### config.mk
export PLATFORM = sky130hd
export DESIGN_NAME = hcpti_port
export DESIGN_NICKNAME = d
export VERILOG_FILES = /design/src/shared/hcpti_pkg.sv /design/src/design/hcpti_match.sv /design/src/design/hcpti_port.sv
export SDC_FILE = /design/constraint.sdc
export NUM_CORES = 1
export LEC_CHECK = 0
export ABC_AREA = 1
export BUFFER_PORTS_ARGS = -buffer_cell sky130_fd_sc_hd__buf_4
export CAP_MARGIN = 40
export CORE_ASPECT_RATIO = 0.5
export CORE_MARGIN = 1
export CORE_UTILIZATION = 40
export CTS_CLUSTER_SIZE = 28
export DETAILED_ROUTE_END_ITERATION = 6
export GPL_ROUTABILITY_DRIVEN = 0
export SYNTH_ARGS = -nofsm -noshare
export SYNTH_HDL_FRONTEND = slang
export SYNTH_SLANG_ARGS = --single-unit
### constraint.sdc
create_clock -name sys_clk -period 3.5 [get_ports sys_clk]
set_clock_uncertainty 0.1 [all_clocks]
set_input_delay 0.525 -clock sys_clk [delete_from_list [all_inputs] [get_ports sys_clk]]
set_output_delay 0.525 -clock sys_clk [all_outputs]
set_load 0.05 [all_outputs]
### src/shared/hcpti_pkg.sv
// hcpti_pkg: constants for the host command port (trigger, attention, terminal type, identity).
// assumes a byte-wide host i/o port block decoded at 0x220..0x223.
package hcpti_pkg;
	// port addresses (all twelve i/o address bits compared by the port decode)
	localparam logic [11:0] PORT_CMD = 12'h0220;
	localparam logic [11:0] PORT_P1 = 12'h0221;
	localparam logic [11:0] PORT_P2 = 12'h0222;
	localparam logic [11:0] PORT_P3 = 12'h0223;
	// command codes
	localparam logic [3:0] CMD_CLR_STATUS = 4'h3;
	localparam logic [3:0] CMD_TRIG_DATA = 4'h7;
	localparam logic [3:0] CMD_TRIG_ADDR = 4'h8;
	localparam logic [3:0] CMD_ATTN_MASK = 4'h9;
	localparam logic [3:0] CMD_TERM_TYPE = 4'hA;
	localparam logic [3:0] CMD_NOP_B = 4'hB;
	localparam logic [3:0] CMD_TERM_INFO = 4'hC;
	localparam logic [3:0] CMD_NOP_D = 4'hD;
	localparam logic [3:0] CMD_REV_ID = 4'hE;
	localparam logic [3:0] CMD_NOP_F = 4'hF;
	// main status bit positions
	localparam int STAT_MATCH_BIT = 6;
	// reset values
	localparam logic [7:0] RST_BYTE = 8'h00;
	localparam logic [15:0] RST_ADDR = 16'h0000;
	localparam logic [3:0] RST_CMD = 4'hB;
	// identity values: arbitrary, neutral
	localparam logic [15:0] REVISION_BCD = 16'h0100;
	localparam logic [7:0] OEM_NUMBER = 8'h00;
	localparam logic [7:0] TERM_TYPE_DEFAULT = 8'h02;
endpackage : hcpti_pkg

### src/design/hcpti_match.sv
// hcpti_match: masked compare of a buffer write against the trigger address/data.
// assumes buffer writes arrive as a one-cycle strobe with address and data.
`timescale 1ns/1ps
module hcpti_match (
	// clock and reset
	input wire logic sys_clk,
	input wire logic rst,
	// trigger set-up
	input wire logic [15:0] trigAddr,
	input wire logic [7:0] trigData,
	input wire logic [7:0] trigMask,
	// buffer write observation
	input wire logic bufWrStb,
	input wire logic [15:0] bufWrAddr,
	input wire logic [7:0] bufWrData,
	// one-cycle hit pulse
	output logic hit
);
	import hcpti_pkg::*;
	logic [7:0] diff;
	assign diff = (bufWrData ^ trigData) & trigMask;

	always_ff @(posedge sys_clk) begin
		if (rst) begin
			hit <= 1'b0;
		end else begin
			hit <= bufWrStb && (bufWrAddr == trigAddr) && (diff == 8'h00);
		end
	end
endmodule // hcpti_match

### src/design/hcpti_port.sv
// hcpti_port: host command interpreter for trigger, attention mask, terminal type and identity readback.
// assumes the host bus gives one-cycle read/write strobes with a 12-bit i/o address and byte data;
// the coax side reports status-bit sets and buffer writes, and takes a power-on-reset request pulse.
// limitation: only the low four bits of a command write are decoded; the upper bits are dropped.
// the host is expected to write the command code before its parameter bytes.
//
// How it works
// - cmd 8 loads trigger address low, high
// - masked buffer match sets match flag
// - trigger address command clears match flag
// - cmd 9 stores attention mask byte
// - masked status rise sets attention request
// - cmd A stores terminal type identifier
// - changed terminal type starts power-on reset
// - codes B, D, F do nothing
// - cmd C returns page numbers, terminal id
// - cmd E returns BCD revision, OEM
// - clear-status mask clears match flag
// - compare only masked trigger bits
`timescale 1ns/1ps
module hcpti_port (
	// clock and reset
	input wire logic sys_clk,
	input wire logic rst,
	// host i/o ports
	input wire logic ioWr,
	input wire logic ioRd,
	input wire logic [11:0] ioAddr,
	input wire logic [7:0] ioWrData,
	output logic [7:0] ioRdData,
	// status events from the coax side (one-cycle set pulses per bit)
	input wire logic [7:0] statusSet,
	// buffer writes seen by the trigger watcher
	input wire logic bufWrStb,
	input wire logic [15:0] bufWrAddr,
	input wire logic [7:0] bufWrData,
	// page numbers from the buffer manager
	input wire logic [7:0] eabPage,
	input wire logic [7:0] intPage,
	// outputs toward the coax side and host
	output logic [7:0] terminalId,
	output logic porRequest,
	output logic attnRequest,
	output logic [7:0] mainStatus
);
	import hcpti_pkg::*;

	// command latch and its decode
	logic [3:0] cmd_reg;
	logic isClrStatus;
	logic isTrigData;
	logic isTrigAddr;
	logic isAttnMask;
	logic isTermType;
	logic isTermInfo;
	logic isRevId;

	// host port strobes
	logic wrCmd;
	logic wrP1;
	logic wrP2;
	logic wrP3;
	logic rdCmd;
	logic rdP1;
	logic rdP2;
	logic rdP3;

	// parameter loads, one per command and port
	logic ldTrigData;
	logic ldTrigMask;
	logic ldTrigAddrLo;
	logic ldTrigAddrHi;
	logic ldAttnMask;
	logic ldTermType;
	logic ldClrMask;
	logic trigAddrCmd;

	// trigger set-up and hit
	logic [7:0] trigData_reg;
	logic [7:0] trigMask_reg;
	logic [15:0] trigAddr_reg;
	logic matchHit;

	// main status
	logic [7:0] clrMask;
	logic [7:0] setMask;
	logic [7:0] status_next;
	logic [7:0] rise;

	// attention
	logic [7:0] attnMask_reg;
	logic [7:0] attnHit;
	logic attnSet;

	// terminal type
	logic typeChanged;

	// read path
	logic [7:0] paramRd;
	logic [7:0] ioRdData_next;

	// address decode; an unmapped address strobes nothing, so its writes vanish and its reads give zero
	assign wrCmd = ioWr && (ioAddr == PORT_CMD);
	assign wrP1 = ioWr && (ioAddr == PORT_P1);
	assign wrP2 = ioWr && (ioAddr == PORT_P2);
	assign wrP3 = ioWr && (ioAddr == PORT_P3);
	assign rdCmd = ioRd && (ioAddr == PORT_CMD);
	assign rdP1 = ioRd && (ioAddr == PORT_P1);
	assign rdP2 = ioRd && (ioAddr == PORT_P2);
	assign rdP3 = ioRd && (ioAddr == PORT_P3);

	// decode of the latched command; the nop codes decode to nothing at all
	assign isClrStatus = (cmd_reg == CMD_CLR_STATUS);
	assign isTrigData = (cmd_reg == CMD_TRIG_DATA);
	assign isTrigAddr = (cmd_reg == CMD_TRIG_ADDR);
	assign isAttnMask = (cmd_reg == CMD_ATTN_MASK);
	assign isTermType = (cmd_reg == CMD_TERM_TYPE);
	assign isTermInfo = (cmd_reg == CMD_TERM_INFO);
	assign isRevId = (cmd_reg == CMD_REV_ID);

	// a parameter write counts only under the command that owns that port; others are ignored
	assign ldTrigData = isTrigData && wrP1;
	assign ldTrigMask = isTrigData && wrP2;
	assign ldTrigAddrLo = isTrigAddr && wrP1;
	assign ldTrigAddrHi = isTrigAddr && wrP2;
	assign ldAttnMask = isAttnMask && wrP3;
	assign ldTermType = isTermType && wrP3;
	assign ldClrMask = isClrStatus && wrP3;
	// the match flag drops as the command code itself lands, before any address byte
	assign trigAddrCmd = wrCmd && (ioWrData[3:0] == CMD_TRIG_ADDR);

	// trigger watcher: one-cycle hit the cycle after a matching buffer write
	hcpti_match hcpti_match_inst (
		.sys_clk(sys_clk),
		.rst(rst),
		.trigAddr(trigAddr_reg),
		.trigData(trigData_reg),
		.trigMask(trigMask_reg),
		.bufWrStb(bufWrStb),
		.bufWrAddr(bufWrAddr),
		.bufWrData(bufWrData),
		.hit(matchHit)
	);

	// command latch: a write to the command port selects what the parameter ports mean
	always_ff @(posedge sys_clk) begin
		if (rst) begin
			cmd_reg <= RST_CMD;
		end else if (wrCmd) begin
			cmd_reg <= ioWrData[3:0];
		end
	end

	// trigger data (cmd 7, first parameter port)
	always_ff @(posedge sys_clk) begin
		if (rst) begin
			trigData_reg <= RST_BYTE;
		end else if (ldTrigData) begin
			trigData_reg <= ioWrData;
		end
	end

	// trigger mask (cmd 7, second parameter port); a zero mask makes every write to the address hit
	always_ff @(posedge sys_clk) begin
		if (rst) begin
			trigMask_reg <= RST_BYTE;
		end else if (ldTrigMask) begin
			trigMask_reg <= ioWrData;
		end
	end

	// trigger address (cmd 8); the two bytes may come in either order
	always_ff @(posedge sys_clk) begin
		if (rst) begin
			trigAddr_reg <= RST_ADDR;
		end else begin
			if (ldTrigAddrLo) begin
				trigAddr_reg[7:0] <= ioWrData;
			end
			if (ldTrigAddrHi) begin
				trigAddr_reg[15:8] <= ioWrData;
			end
		end
	end

	// attention mask (cmd 9)
	always_ff @(posedge sys_clk) begin
		if (rst) begin
			attnMask_reg <= RST_BYTE;
		end else if (ldAttnMask) begin
			attnMask_reg <= ioWrData;
		end
	end

	// terminal type (cmd A)
	always_ff @(posedge sys_clk) begin
		if (rst) begin
			terminalId <= TERM_TYPE_DEFAULT;
		end else if (ldTermType) begin
			terminalId <= ioWrData;
		end
	end

	// only a real change of type asks the coax side for the por response; a repeat is silent
	assign typeChanged = (ioWrData != terminalId);

	always_ff @(posedge sys_clk) begin
		if (rst) begin
			porRequest <= 1'b0;
		end else begin
			porRequest <= ldTermType && typeChanged;
		end
	end

	// clears from the host: the clear-status mask, and the match bit on the trigger-address command
	always_comb begin
		clrMask = 8'h00;
		if (ldClrMask) begin
			clrMask = ioWrData;
		end
		if (trigAddrCmd) begin
			clrMask[STAT_MATCH_BIT] = 1'b1;
		end
	end

	// sets: coax-side events, plus the trigger hit on the match bit
	always_comb begin
		setMask = statusSet;
		if (matchHit) begin
			setMask[STAT_MATCH_BIT] = 1'b1;
		end
	end

	// per-bit next value and rising edge; a set in the same cycle as a clear wins so no event is lost
	for (genvar b = 0; b < 8; b++) begin : g_status
		assign status_next[b] = setMask[b] || (mainStatus[b] && !clrMask[b]);
		assign rise[b] = status_next[b] && !mainStatus[b];
		assign attnHit[b] = rise[b] && attnMask_reg[b];
	end

	// main status register
	always_ff @(posedge sys_clk) begin
		if (rst) begin
			mainStatus <= RST_BYTE;
		end else begin
			mainStatus <= status_next;
		end
	end

	// attention request is sticky; host clears it by rewriting the attention mask, and a new event wins
	assign attnSet = (attnHit != 8'h00);

	always_ff @(posedge sys_clk) begin
		if (rst) begin
			attnRequest <= 1'b0;
		end else if (attnSet) begin
			attnRequest <= 1'b1;
		end else if (ldAttnMask) begin
			attnRequest <= 1'b0;
		end
	end

	// parameter-port read data under the latched command; nop codes and unused ports read zero
	always_comb begin
		paramRd = RST_BYTE;
		if (isTermInfo) begin
			if (rdP1) begin
				paramRd = eabPage;
			end else if (rdP2) begin
				paramRd = intPage;
			end else if (rdP3) begin
				paramRd = terminalId;
			end
		end else if (isRevId) begin
			if (rdP1) begin
				paramRd = REVISION_BCD[7:0];
			end else if (rdP2) begin
				paramRd = REVISION_BCD[15:8];
			end else if (rdP3) begin
				paramRd = OEM_NUMBER;
			end
		end
	end

	// the command port returns main status whatever command is latched
	always_comb begin
		ioRdData_next = ioRdData;
		if (rdCmd) begin
			ioRdData_next = mainStatus;
		end else if (ioRd) begin
			ioRdData_next = paramRd;
		end
	end

	// read data registered: valid the cycle after the read strobe, held until the next one
	// trade-off: the register stage costs a cycle of latency but keeps the read byte free of glitches
	always_ff @(posedge sys_clk) begin
		if (rst) begin
			ioRdData <= RST_BYTE;
		end else begin
			ioRdData <= ioRdData_next;
		end
	end
endmodule // hcpti_port

==> results.ini <==
[logic_synthesis]
synth_top_area_cell = dfxtp_1
ys_types = 37
synthesis.nets = 587
synthAdderAreaFrac_pct = 0
ys_ff_latch = 71
synth-edff-count = 0
syn_area_per_cell_sq_um = 6.99
synthTopCellsByCount = nand2_1 (84), dfxtp_1 (71), a21oi_1 (68), inv_1 (64), o21ai_0 (45)
synthCells = 514
synth_compound_area_share_pct = 20.0
async_reset_ff_share_pct = 0
synth_simple_gate_area_share_pct = 27.0
ys_seq_area_share_pct = 39.5
yosysMostFrequentCell = nand2_1
ys.warnings.count = 0
synth-main-ff-cell = dfxtp_1
synth_area_leaders = dfxtp_1 (40%), a21oi_1 (9.5%), nand2_1 (8.8%)
yosys.area.top_type_share_pct = 39.5
synthMuxAreaShare_pct = 0
synth_top_family_by_area = simple AND/OR/NAND/NOR gates
synth-xor-area-share_pct = 3.17
syn_area_sq_um = 3590

[worst_setup_path]
cp.required_ns = 3.60
worstSetupPathType = in2reg
worstReg2RegStart = cmd_reg[3]$_SDFFE_PP1P_
endpoint_kind = flop
path_max_fanout = 16
cp-start-kind = primary input
critPathLaunch = ioAddr[10]
crit_arrival_ns = 2.14

[clock_network]
clk_path_buf_depth = 2
tritoncts = yes
clock_latency_ns = 0.33
cts_num_sinks = 71
cts_made_buffers = 9
cts-root-buf = clkbuf_16
htree_levels = 3
clk_pin_slew_ns = 0.05
postCtsSetupBuffers = 0
cts_resized = 0
hold_buffers = 0

[layout]
fin_util_pct = 54.0
fin_nets = 676
largest_reg_flops = 16
drive_above_1_share_pct = 23.6
diodes = 0
syn_to_final_growth_pct = 30.7

[timing]
max_freq_mhz = 490
final_hold_viol_count = 0
fin_crit_ns = 2.04
setup_tns_ns = 0
grt_setup_unrepaired = no
fin_ws_ns = 1.46
drv_slew = 0
relSlewSlack_pct = 56.5
setup_viol = 0
layout_worst_path_cycle_share_pct = 58.3
fin_hold_ws_ns = 0.352
worst_slew_pin_slew_ns = 0.647

[placement]
dpl_worst_slack_ns = 1.12
port_buffers = 98
hpwl_um = 7540

[power]
switchingPower_mw = 0.454
p_seq_share_pct = 41.5
irDropWorstVdd_mv = 0.239
leakage_nw = 2.04
clkPwrFrac_pct = 48.3
intPower_mw = 1.54
p_per_area_nw_per_um2 = 425
combPwrFrac_pct = 10.2
sw_frac_of_total_pct = 22.7

[flow_run]
drv_cap = 0

[floorplan]
fp.dieW_um = 136
dieArea_sq_um = 9390
initial_core_util_pct = 41.3
placementRows = 24
io_pins = 99
core_sq_um = 8710
fp.dieH_um = 69.0

[global_route]
grt_overflow = 0
antenna_found_initial = 0
grt_pass1_wl_um = 16500
grt.total_usage_pct = 23.0
grt_max_degree = 32
grt_pass1_vias = 3360

[status]
status = complete, no violations

[drt]
drc = 0
drt_iter0_drc = 196
drt-total-wl_um = 10400
vias_per_cell = 5.06
drtPass1Iterations = 5
ant_nets = 0
detail_route.wl_per_cell_um = 14.3
routed-via-count = 3662

[worst_hold_path]
min_from = statusSet[2]
hp-class = in2reg

## layer usage
metal,part of all wire (%),vias to the layer above,GRT usage [%]
met5,0,-,0
met4,0.85,0,6.17
met3,5.8,7,5.52
met2,43,115,34.3
met1,50,1664,32.9
li1,-,1876,-
## cell families (layout without fill, tap and decap cells)
group                  count (synthesis)  after routing
buffers and inverters                 92            185
XOR/XNOR                              13             13
flip-flops                            71             71
AO/OA/AOI/OAI                        135            135
AND/OR/NAND/NOR                      203            203
## layout make-up
class	count	area, sq um
clock buffers	12	246
clock inverters	3	67.6
fillers	877	4010
inverters	71	267
multi-input cells	351	1810
flip-flops and latches	71	1420
well taps	117	146
repair buffers	99	743
## critical path, stage by stage
cell and delay (ns):
buf_4 0.10, inv_1 0.04, nand2_1 0.08, nor2_4 0.30, nand2_4 0.12, inv_1 0.15
nand4_1 0.44, o21ai_0 0.32, a21oi_1 0.06
## layout by cell type, fill, tap and decap left out
| cell | Yosys | layout |
|---|---|---|
| xnor2_1 | 6 | 6 |
| o21ai_2 | 1 | 1 |
| clkbuf_16 | 0 | 9 |
| nor2_4 | 2 | 2 |
| nor2_2 | 2 | 2 |
| clkbuf_1 | 14 | 2 |
| buf_4 | 0 | 99 |
| nor4_1 | 4 | 4 |
| o31ai_1 | 1 | 1 |
| a31oi_1 | 1 | 1 |
| clkbuf_8 | 0 | 1 |
| o21ai_1 | 5 | 5 |
| o22ai_1 | 4 | 4 |
| nor2_8 | 1 | 1 |
| or2_2 | 7 | 7 |
| nor3_2 | 1 | 1 |
| dfxtp_1 | 71 | 71 |
| a21oi_1 | 68 | 68 |
| nor3_1 | 8 | 8 |
| nand4_1 | 17 | 17 |
| nand2_1 | 84 | 84 |
| nor2_1 | 43 | 43 |
| a211oi_1 | 2 | 2 |
| nand2_4 | 2 | 2 |
| a221oi_1 | 1 | 1 |
| bufinv_16 | 0 | 2 |
| o2111ai_1 | 2 | 2 |
| clkinvlp_4 | 0 | 1 |
| nand3_1 | 24 | 24 |
| inv_2 | 7 | 7 |
| nand2_2 | 5 | 5 |
| inv_1 | 64 | 64 |
| o21ai_0 | 45 | 45 |
| nand3b_1 | 1 | 1 |
| o211ai_1 | 2 | 2 |
| a21oi_2 | 1 | 1 |
| xor2_1 | 7 | 7 |
| nor4_4 | 1 | 1 |
| nand4_2 | 1 | 1 |
| a22o_1 | 2 | 2 |
## through the flow
stage / instances / total power, mW / area (sq um)
4_1_cts: 724 / 2.02 / 4700
2_1_floorplan: 514 / 0.943 / 3590
6_report: 724 / 2.00 / 4700
3_5_place_dp: 709 / 1.05 / 4380
5_1_grt: 724 / 2.07 / 4700
3_3_place_gp: 709 / 1.05 / 4380
## worst paths after layout
check	depth (start not counted)	slack, ns	end
min	3	0.35	mainStatus[2]$_SDFF_PP0_
max reg2reg	6	1.66	ioRdData[7]$_SDFFE_PP0P_
max	9	1.46	trigAddr_reg[13]$_SDFFE_PP0P_
min reg2reg	2	0.35	attnMask_reg[3]$_SDFFE_PP0P_
## power groups by stage
stage               clock [mW]  sequential, mW  combinational [mW]
floorplan                    0           0.874              0.0687
global placement             0           0.846               0.203
detailed placement           0           0.846               0.204
CTS                      0.985           0.828               0.204
global route              1.02           0.829               0.220
finish                   0.966           0.829               0.204
Power figures use the tool's default switching activity.
